$ cat config.mk
export PLATFORM = sky130hd
export DESIGN_NAME = dtc_top
export DESIGN_NICKNAME = d
export VERILOG_FILES = /design/src/hdl/dtc_pkg.sv /design/src/hdl/dtc_top.sv
export SDC_FILE = /design/constraint.sdc
export NUM_CORES = 1
export LEC_CHECK = 0
export BUFFER_PORTS_ARGS = -buffer_cell sky130_fd_sc_hd__buf_4
export CAP_MARGIN = 40
export CORE_MARGIN = 2
export CORE_UTILIZATION = 61
export DETAILED_ROUTE_END_ITERATION = 8
export GPL_TIMING_DRIVEN = 0
export PLACE_DENSITY = 0.81
export SYNTH_ARGS = -nofsm -noshare
export SYNTH_HDL_FRONTEND = slang
export SYNTH_SLANG_ARGS = --single-unit
$ cat constraint.sdc
create_clock -name hclk -period 8.3 [get_ports hclk]
set_clock_uncertainty 0.05 [all_clocks]
set_input_delay 0.83 -clock hclk [delete_from_list [all_inputs] [get_ports hclk]]
set_output_delay 0.83 -clock hclk [all_outputs]
set_load 0.01 [all_outputs]
$ cat src/hdl/dtc_pkg.sv
// Package for the DRAM termination control block: register map, fields, types
package dtc_pkg;

   // Register byte offsets
   localparam logic [7:0] OFF_MODE_ONE  = 8'h00;
   localparam logic [7:0] OFF_MODE_TWO  = 8'h04;
   localparam logic [7:0] OFF_MODE_FIVE = 8'h08;
   localparam logic [7:0] OFF_CONTROL   = 8'h0c;
   localparam logic [7:0] OFF_LATENCY   = 8'h10;
   localparam logic [7:0] OFF_STATUS    = 8'h14;

   // Mode register layout (address field A[17:0])
   localparam int MODE_W    = 18;
   localparam int FIELD_W   = 3;
   localparam int NOM_LSB   = 8;
   localparam int WR_LSB    = 9;
   localparam int PARK_LSB  = 6;
   localparam logic [2:0] WR_CODE_MAX = 3'h3;

   // Control register bits
   localparam int CTRL_SR_BIT   = 0;
   localparam int CTRL_PRE2_BIT = 1;
   localparam int CTRL_BL8_BIT  = 2;
   localparam int CTRL_W        = 3;

   // Latency register fields
   localparam int LAT_W   = 6;
   localparam int WL_LSB  = 0;
   localparam int RL_LSB  = 8;

   // Status register fields
   localparam int ST_STATE_LSB = 0;
   localparam int ST_CODE_LSB  = 2;
   localparam int ST_RXEN_BIT  = 5;
   localparam int ST_RDWIN_BIT = 6;
   localparam int ST_WRWIN_BIT = 7;

   // Reset values
   localparam logic [MODE_W-1:0] MODE_RST = 18'h00000;
   localparam logic [CTRL_W-1:0] CTRL_RST = 3'h4;
   localparam logic [LAT_W-1:0]  WL_RST   = 6'h09;
   localparam logic [LAT_W-1:0]  RL_RST   = 6'h0b;

   // Preamble adjustment and half burst, in command clock cycles
   localparam logic [7:0] X_PRE1  = 8'h02;
   localparam logic [7:0] X_PRE2  = 8'h03;
   localparam logic [7:0] HALF_BC4 = 8'h02;
   localparam logic [7:0] HALF_BL8 = 8'h04;
   localparam int HIST_DEPTH = 64;

   typedef enum logic [1:0] {
      TERM_OFF,
      TERM_WRITE,
      TERM_NOM,
      TERM_PARK
   } dtc_term_e;

   typedef struct packed {
      logic rd;
      logic wr;
   } dtc_cmd_s;

   typedef struct packed {
      logic [15:0] dq;
      logic [1:0]  upper_data_strobe;
      logic [1:0]  lower_data_strobe;
      logic        upper_data_mask;
      logic        lower_data_mask;
   } dtc_lanes_s;

endpackage

$ cat src/hdl/dtc_top.sv
// DRAM on-die termination control with AHB-Lite register access
//
// Local design decisions: the AHB-Lite interface to the registers and the register addresses.
module dtc_top (
   // System clock and reset
   input  wire logic                hclk,
   input  wire logic                hresetn,
   // AHB-Lite slave
   input  wire logic                hsel,
   input  wire logic [31:0]         haddr,
   input  wire logic [1:0]          htrans,
   input  wire logic                hwrite,
   input  wire logic [2:0]          hsize,
   input  wire logic [31:0]         hwdata,
   input  wire logic                hready,
   output logic                     hreadyout,
   output logic                     hresp,
   output logic [31:0]              hrdata,
   // Command link from the memory controller
   input  wire logic                cmd_clk,
   input  wire logic                odt_pin,
   input  wire dtc_pkg::dtc_cmd_s   cmd,
   // Termination outputs
   output dtc_pkg::dtc_lanes_s      lanes,
   output dtc_pkg::dtc_term_e       term_state,
   output logic [2:0]               term_code,
   output logic                     odt_rx_en
);
   import dtc_pkg::*;

   logic [MODE_W-1:0]     mode_register_one_q;
   logic [MODE_W-1:0]     mode_register_two_q;
   logic [MODE_W-1:0]     mode_register_five_q;
   logic [CTRL_W-1:0]     ctrl_q;
   logic [LAT_W-1:0]      write_latency_q;
   logic [LAT_W-1:0]      read_latency_q;
   logic                  dph_wr_q;
   logic [7:0]            dph_addr_q;
   logic [31:0]           rdata_q;
   logic                  ck_s1_q;
   logic                  ck_s2_q;
   logic                  ck_s3_q;
   logic                  odt_s1_q;
   logic                  odt_s2_q;
   dtc_cmd_s              cmd_s1_q;
   dtc_cmd_s              cmd_s2_q;
   logic [HIST_DEPTH-1:0] odt_hist_q;
   logic [HIST_DEPTH-1:0] rd_hist_q;
   logic [HIST_DEPTH-1:0] wr_hist_q;
   dtc_term_e             state_q;
   logic [2:0]            code_q;
   dtc_lanes_s            lanes_q;
   logic                  rx_en_q;
   logic                  ck_rise;
   logic                  addr_phase;
   logic [2:0]            nom_code;
   logic [2:0]            wr_code;
   logic [2:0]            park_code;
   logic                  self_ref;
   logic                  nom_en;
   logic                  wr_en;
   logic                  park_en;
   logic                  term_enabled;
   logic                  pin_ok;
   logic [7:0]            x_adj;
   logic [7:0]            half_burst;
   logic [7:0]            dodtl;
   logic [7:0]            rd_start;
   logic [7:0]            win_len;
   logic                  nom_on;
   logic                  rd_win;
   logic                  wr_win;
   dtc_term_e             sel_state;
   logic [2:0]            sel_code;
   logic [31:0]           status_word;
   logic [31:0]           rd_mux;

   // Decoded configuration
   assign nom_code   = mode_register_one_q[NOM_LSB +: FIELD_W];
   assign wr_code    = mode_register_two_q[WR_LSB +: FIELD_W];
   assign park_code  = mode_register_five_q[PARK_LSB +: FIELD_W];
   assign self_ref   = ctrl_q[CTRL_SR_BIT];
   // Write field codes above 3 (WR_CODE_MAX) are not defined and act as disabled
   assign nom_en       = nom_code != 3'h0;
   assign wr_en        = (wr_code != 3'h0) && (wr_code <= WR_CODE_MAX);
   assign park_en      = park_code != 3'h0;
   assign term_enabled = nom_en || wr_en || park_en;
   assign pin_ok       = nom_en && !self_ref;

   assign x_adj      = ctrl_q[CTRL_PRE2_BIT] ? X_PRE2 : X_PRE1;
   assign half_burst = ctrl_q[CTRL_BL8_BIT] ? HALF_BL8 : HALF_BC4;
   // Latencies below the preamble adjustment clamp at zero
   always_comb begin
      dodtl = 8'h00;
      if ({2'b00, write_latency_q} > x_adj) begin
         dodtl = {2'b00, write_latency_q} - x_adj;
      end
   end
   always_comb begin
      rd_start = 8'h00;
      if ({2'b00, read_latency_q} > x_adj) begin
         rd_start = {2'b00, read_latency_q} - x_adj;
      end
   end
   assign win_len = half_burst + x_adj;

   // AHB-Lite slave: zero wait state, always OKAY
   assign hreadyout  = 1'b1;
   assign hresp      = 1'b0;
   assign hrdata     = rdata_q;
   assign addr_phase = hsel && hready && htrans[1];

   assign status_word = {24'h000000, wr_win, rd_win, rx_en_q, code_q, state_q};

   always_comb begin
      rd_mux = 32'h00000000;
      if (haddr[7:0] == OFF_MODE_ONE) begin
         rd_mux = {14'h0000, mode_register_one_q};
      end else if (haddr[7:0] == OFF_MODE_TWO) begin
         rd_mux = {14'h0000, mode_register_two_q};
      end else if (haddr[7:0] == OFF_MODE_FIVE) begin
         rd_mux = {14'h0000, mode_register_five_q};
      end else if (haddr[7:0] == OFF_CONTROL) begin
         rd_mux = {29'h00000000, ctrl_q};
      end else if (haddr[7:0] == OFF_LATENCY) begin
         rd_mux = {18'h00000, read_latency_q, 2'b00, write_latency_q};
      end else if (haddr[7:0] == OFF_STATUS) begin
         rd_mux = status_word;
      end
   end

   always_ff @(posedge hclk or negedge hresetn) begin
      if (!hresetn) begin
         dph_wr_q   <= 1'b0;
         dph_addr_q <= 8'h00;
      end else if (hready) begin
         dph_wr_q   <= addr_phase && hwrite;
         dph_addr_q <= haddr[7:0];
      end
   end

   always_ff @(posedge hclk or negedge hresetn) begin
      if (!hresetn) begin
         rdata_q <= 32'h00000000;
      end else if (addr_phase && !hwrite) begin
         rdata_q <= rd_mux;
      end
   end

   always_ff @(posedge hclk or negedge hresetn) begin
      if (!hresetn) begin
         mode_register_one_q  <= MODE_RST;
         mode_register_two_q  <= MODE_RST;
         mode_register_five_q <= MODE_RST;
         ctrl_q               <= CTRL_RST;
         write_latency_q      <= WL_RST;
         read_latency_q       <= RL_RST;
      end else if (dph_wr_q) begin
         if (dph_addr_q == OFF_MODE_ONE) begin
            mode_register_one_q <= hwdata[MODE_W-1:0];
         end else if (dph_addr_q == OFF_MODE_TWO) begin
            mode_register_two_q <= hwdata[MODE_W-1:0];
         end else if (dph_addr_q == OFF_MODE_FIVE) begin
            mode_register_five_q <= hwdata[MODE_W-1:0];
         end else if (dph_addr_q == OFF_CONTROL) begin
            ctrl_q <= hwdata[CTRL_W-1:0];
         end else if (dph_addr_q == OFF_LATENCY) begin
            write_latency_q <= hwdata[WL_LSB +: LAT_W];
            read_latency_q  <= hwdata[RL_LSB +: LAT_W];
         end
      end
   end

   // Link inputs: two flops each before use
   always_ff @(posedge hclk or negedge hresetn) begin
      if (!hresetn) begin
         ck_s1_q  <= 1'b0;
         ck_s2_q  <= 1'b0;
         ck_s3_q  <= 1'b0;
         odt_s1_q <= 1'b0;
         odt_s2_q <= 1'b0;
         cmd_s1_q <= '0;
         cmd_s2_q <= '0;
      end else begin
         ck_s1_q  <= cmd_clk;
         ck_s2_q  <= ck_s1_q;
         ck_s3_q  <= ck_s2_q;
         odt_s1_q <= odt_pin;
         odt_s2_q <= odt_s1_q;
         cmd_s1_q <= cmd;
         cmd_s2_q <= cmd_s1_q;
      end
   end
   // Pin and command pass the same depth as the clock, so their skew is kept
   assign ck_rise = ck_s2_q && !ck_s3_q;

   // Histories: bit n holds the sample taken n command edges ago
   always_ff @(posedge hclk or negedge hresetn) begin
      if (!hresetn) begin
         odt_hist_q <= '0;
         rd_hist_q  <= '0;
         wr_hist_q  <= '0;
      end else if (ck_rise) begin
         odt_hist_q <= {odt_hist_q[HIST_DEPTH-2:0], odt_s2_q && pin_ok};
         rd_hist_q  <= {rd_hist_q[HIST_DEPTH-2:0], cmd_s2_q.rd};
         wr_hist_q  <= {wr_hist_q[HIST_DEPTH-2:0], cmd_s2_q.wr};
      end
   end

   // Windows opened by earlier commands
   always_comb begin
      rd_win = 1'b0;
      wr_win = 1'b0;
      for (int i = 0; i < HIST_DEPTH; i++) begin
         if (rd_hist_q[i] && (8'(i) >= rd_start) && (8'(i) < rd_start + win_len)) begin
            rd_win = 1'b1;
         end
         if (wr_hist_q[i] && (8'(i) >= dodtl) && (8'(i) < dodtl + win_len)) begin
            wr_win = 1'b1;
         end
      end
   end
   assign nom_on = odt_hist_q[dodtl[5:0]] && pin_ok;

   // Termination priority
   always_comb begin
      sel_state = TERM_OFF;
      sel_code  = 3'h0;
      if (self_ref || !term_enabled) begin
         sel_state = TERM_OFF;
      end else if (rd_win) begin
         sel_state = TERM_OFF;
      end else if (wr_win && wr_en) begin
         sel_state = TERM_WRITE;
         sel_code  = wr_code;
      end else if (nom_on && nom_en) begin
         sel_state = TERM_NOM;
         sel_code  = nom_code;
      end else if (park_en) begin
         sel_state = TERM_PARK;
         sel_code  = park_code;
      end
   end

   always_ff @(posedge hclk or negedge hresetn) begin
      if (!hresetn) begin
         state_q <= TERM_OFF;
         code_q  <= 3'h0;
         lanes_q <= '0;
      end else begin
         state_q <= sel_state;
         code_q  <= sel_code;
         lanes_q <= (sel_state != TERM_OFF) ? '1 : '0;
      end
   end

   // Receiver power follows the nominal field outside self refresh
   always_ff @(posedge hclk or negedge hresetn) begin
      if (!hresetn) begin
         rx_en_q <= 1'b0;
      end else begin
         rx_en_q <= pin_ok;
      end
   end

   assign lanes      = lanes_q;
   assign term_state = state_q;
   assign term_code  = code_q;
   assign odt_rx_en  = rx_en_q;

   sr_off_a: assert property (@(posedge hclk) disable iff (!hresetn)
      self_ref |=> (state_q == TERM_OFF) && (lanes_q == '0))
      else $error("termination on during self refresh");

   pin_ignored_a: assert property (@(posedge hclk) disable iff (!hresetn)
      (ck_rise && !pin_ok) |=> !odt_hist_q[0])
      else $error("pin sampled while it must be ignored");

   rx_power_a: assert property (@(posedge hclk) disable iff (!hresetn)
      (nom_code == 3'h0) |=> !odt_rx_en)
      else $error("pin receiver powered with nominal disabled");

   read_first_a: assert property (@(posedge hclk) disable iff (!hresetn)
      rd_win |=> (state_q == TERM_OFF))
      else $error("termination on inside read window");

   write_term_a: assert property (@(posedge hclk) disable iff (!hresetn)
      (!self_ref && !rd_win && wr_win && wr_en) |=> (state_q == TERM_WRITE) && (code_q == $past(wr_code)))
      else $error("write termination not applied");

   nominal_a: assert property (@(posedge hclk) disable iff (!hresetn)
      (!self_ref && !rd_win && !(wr_win && wr_en) && nom_on) |=> (state_q == TERM_NOM))
      else $error("nominal termination not applied");

   park_a: assert property (@(posedge hclk) disable iff (!hresetn)
      (!self_ref && !rd_win && !(wr_win && wr_en) && !nom_on && park_en) |=> (state_q == TERM_PARK))
      else $error("park termination not applied");

   lanes_all_a: assert property (@(posedge hclk) disable iff (!hresetn)
      (state_q != TERM_OFF) |-> (lanes == '1))
      else $error("a lane missed the termination");

   capture_a: assert property (@(posedge hclk) disable iff (!hresetn)
      ck_rise |=> (rd_hist_q[0] == $past(cmd_s2_q.rd)) && (wr_hist_q[0] == $past(cmd_s2_q.wr)))
      else $error("command not registered on clock rise");

   odt_latency_a: assert property (@(posedge hclk) disable iff (!hresetn)
      (write_latency_q > 6'h03) |-> (dodtl + x_adj == {2'b00, write_latency_q}))
      else $error("pin latency not write latency minus preamble term");

   write_code_a: assert property (@(posedge hclk) disable iff (!hresetn)
      (state_q == TERM_WRITE) |-> (code_q != 3'h0) && (code_q <= WR_CODE_MAX))
      else $error("write termination with undefined code");

endmodule

==> impl_metrics.ini <==
[routing]
drt-vias-per-instance = 7.444
final_antenna_net_count = 0
wl_per_cell_um = 30.63
drtPass1Iterations = 9
vias = 16970
wl_um = 69810
drc = 38
drt_iter0_drc = 2863

[global_route]
antenna_found_initial = 1
grt_pass1_vias = 17010
overflow = 0
track_usage_pct = 45.73
grt_first_pass_wirelength_um = 104800
grt_max_degree = 130

[critical_path]
slowest_delay_ns = 0.85
worst_path_dominant_cell_family = buffers and inverters
worst-r2r-setup-slack_ns = 0.17
worst_path_max_delay_cell = fa_2
cp.arrival_ns = 8.55
crit_type = reg2reg
timing.rr.start = ctrl_q[1]
critPathCaptureType = flip-flop
worst-path-max-fanout = 10
regToRegEndpoint = term_code[1]
worstPathRequired_ns = 8.71
crit_top_cell = clkbuf_1
r2r_cells = 22
setup.worst_path.start_class = flip-flop
cp_cell_sequence = ha_1, or3b_2, clkbuf_1, nand2_1, and2_1, clkbuf_1, inv_1, clkbuf_1, clkbuf_1, fa_2, inv_1, or4_1, a31o_2, and3_1, a2111oi_0, o221a_2, o21ai_0, nor4_1, clkdlybuf4s15_2, a31o_2, nor2_1, a211oi_2
critPathBufInv = 7

[timing]
hold_violations = 0
slew_headroom_pct = 27.43
worstMarginPinSlew_ns = 1.080
setup_violations = 0
fmax_ghz = 0.1229
setup_ws_ns = 0.1652
rsz0062_at_grt = no
fin_crit_sh_pct = 98.01
min_period_ns = 8.135
drv_slew = 0
holdWs_ns = 0.1678

[power]
leakage_nw = 8.960
ir_drop_mv = 0.2374
power_density_mw_per_mm2 = 220.9

[yosys]
synthFlopType = dfrtp_1
ys_types = 102
yosys_warnings = 0
avgSynthCellArea_um2 = 10.12
async_flop_share_pct = 100.0
synthTopCellsByCount = dfrtp_1 (298), mux2_2 (259), nand2_1 (173)
synth_seq_area_share_pct = 43.68
yosys.area.top_type_share_pct = 42.78
synth_area_mm2 = 0.01743
synth_area_leaders = dfrtp_1 (43%), mux2_2 (17%), nand2_1 (3.7%), o21ai_0 (3.4%), a21oi_1 (2.4%)
ys_ff_latch = 304
yosysMostFrequentCell = dfrtp_1
yosysTopAreaCell = dfrtp_1
synth_edf_count = 0
syn-instance-count = 1722

[die]
die_x_um = 173.1
io_pins = 140
dieArea_mm2 = 0.02995
initial_core_util_pct = 62.41
fp.dieH_um = 173.1
coreArea_mm2 = 0.02793
rows = 61

[cts]
cts_root_buf = clkbuf_16
postCtsSetupBuffers = 0
cts_sinks = 304
insertion_delay_ns = 0.59
cts_max_level = 1
cts_hold_repair.buffers = 0
cts_buffers = 31
cts_tree = yes
clkTransAtPathRegs_ns = 0.07
clockBufferDepth = 3

[placed_design]
place.detailed.hpwl_um = 49330
place.gp.congestion = 1.069
place_ws_ns = 0.09721
numPortBuffers = 79

[outcome]
violations = DRC
run_status = finished, violations left

[finish]
syn_to_final_growth_pct = 14.39
fin_nets = 1961
final_layout_size_suffix_gt1_share_pct = 27.00

[min_path]
hold_class = in2async

[run]
maxCapViolCount = 0
## cell families after synthesis
| group | count (synthesis) | synth area share (%) |
|---|---|---|
| fa+ha+maj | 12 | 0.8469 |
| xor+xnor | 11 | 0.5958 |
| mux | 282 | 18.19 |
| compound gates | 506 | 19.96 |
| simple gates | 433 | 11.99 |
| flops | 304 | 43.68 |
| other cells | 2 | 0.04308 |
| buf+inv | 172 | 4.687 |
## how the worst max path moves through the flow
stage	startpoint	slack (ns)	endpoint	cells after the start
after floorplan	write_latency_q[0]	2.36	term_code[0]	23
after global placement	ctrl_q[1]	-0.64	term_code[1]	19
final	ctrl_q[1]	0.17	term_code[1]	22
after detailed placement	ctrl_q[1]	0.1	term_code[1]	21
after global routing	ctrl_q[1]	0.05	term_code[1]	22
after CTS	ctrl_q[1]	0.21	term_code[1]	23
## per-stage QoR
stage / power [W] / instances / instance area, um^2 / TNS, ns / utilization [%]
floorplan: 0.002371 / 1736 / 17490 / 0 / -
detailed placement: 0.002863 / 2220 / 18850 / 0 / 67.46
finish: 0.004405 / 2279 / 19940 / 0 / 71.39
global route: 0.004507 / 2278 / 19940 / 0 / 71.38
global placement: 0.002805 / 2193 / 18550 / -3.531 / 66.41
CTS: 0.004331 / 2278 / 19930 / 0 / 71.34
## cell type report
type | count | area, um^2
diodes | 1 | 2.502
plain buffers | 141 | 700.7
clock buffers | 44 | 904.6
clock inverters | 14 | 173.9
fillers | 1862 | 7993
inverters | 30 | 112.6
multi-input cells | 1260 | 9075
flip-flops and latches | 304 | 7615
well taps | 378 | 473.0
repair buffers | 107 | 884.6
## power by group
group	internal, W	switching [W]
Clock	0.000856	0.000633
Combinational	0.000445	0.000753
Sequential	0.00159	0.000127
## repair_timing
item,in CTS,in global routing
setup endpoints to repair,1,7
resized for setup,1,2
gates cloned,0,0
## placed cells by master, fill, tap and decap left out, drive strengths merged, types with 18 or more instances in the layout
cell,instances
inv,30
mux2,259
a31oi,40
nor3,38
nand2,173
a211oi,18
buf,160
o21ai,129
mux2i,21
nor2,75
o22ai,23
a21oi,85
clkbuf,130
o211ai,22
nand3,31
nor4,18
dfrtp,298
a22oi,18
## sequential cells by signal, summed over array words and instances, names as in the netlist, 2 cells and up
signal	count
odt_hist_q	64
rd_hist_q	64
wr_hist_q	64
hrdata	18
mode_register_five_q	18
mode_register_one_q	18
mode_register_two_q	18
dph_addr_q	8
read_latency_q	6
write_latency_q	6
ctrl_q	3
term_code	3
cmd_s1_q	2
cmd_s2_q	2
term_state	2
## worst register-to-register path: stages, from the launching register on
cell and delay (ns):
dfrtp_1 0.65, ha_1 0.33, or3b_2 0.44, clkbuf_1 0.25, nand2_1 0.15, and2_1 0.18
clkbuf_1 0.40, inv_1 0.22, clkbuf_1 0.33, clkbuf_1 0.40, fa_2 0.86, inv_1 0.30
or4_1 0.62, a31o_2 0.25, and3_1 0.20, a2111oi_0 0.59, o221a_2 0.36, o21ai_0 0.12
nor4_1 0.29, clkdlybuf4s15_2 0.30, a31o_2 0.30, nor2_1 0.09, a211oi_2 0.34
## layer usage
| metal | vias to the layer above | track usage [%] | share of wire, % | wire length, um |
|---|---|---|---|---|
| met3 | 500 | 11.37 | 12 | 8239 |
| li1 | 6757 | - | - | - |
| met1 | 8138 | 56.22 | 35 | 24650 |
| met5 | - | 0 | 0.017 | 12 |
| met4 | 2 | 31.96 | 8.8 | 6122 |
| met2 | 1568 | 71.05 | 44 | 30780 |
Note: power is estimated with default switching activity, not from simulation.
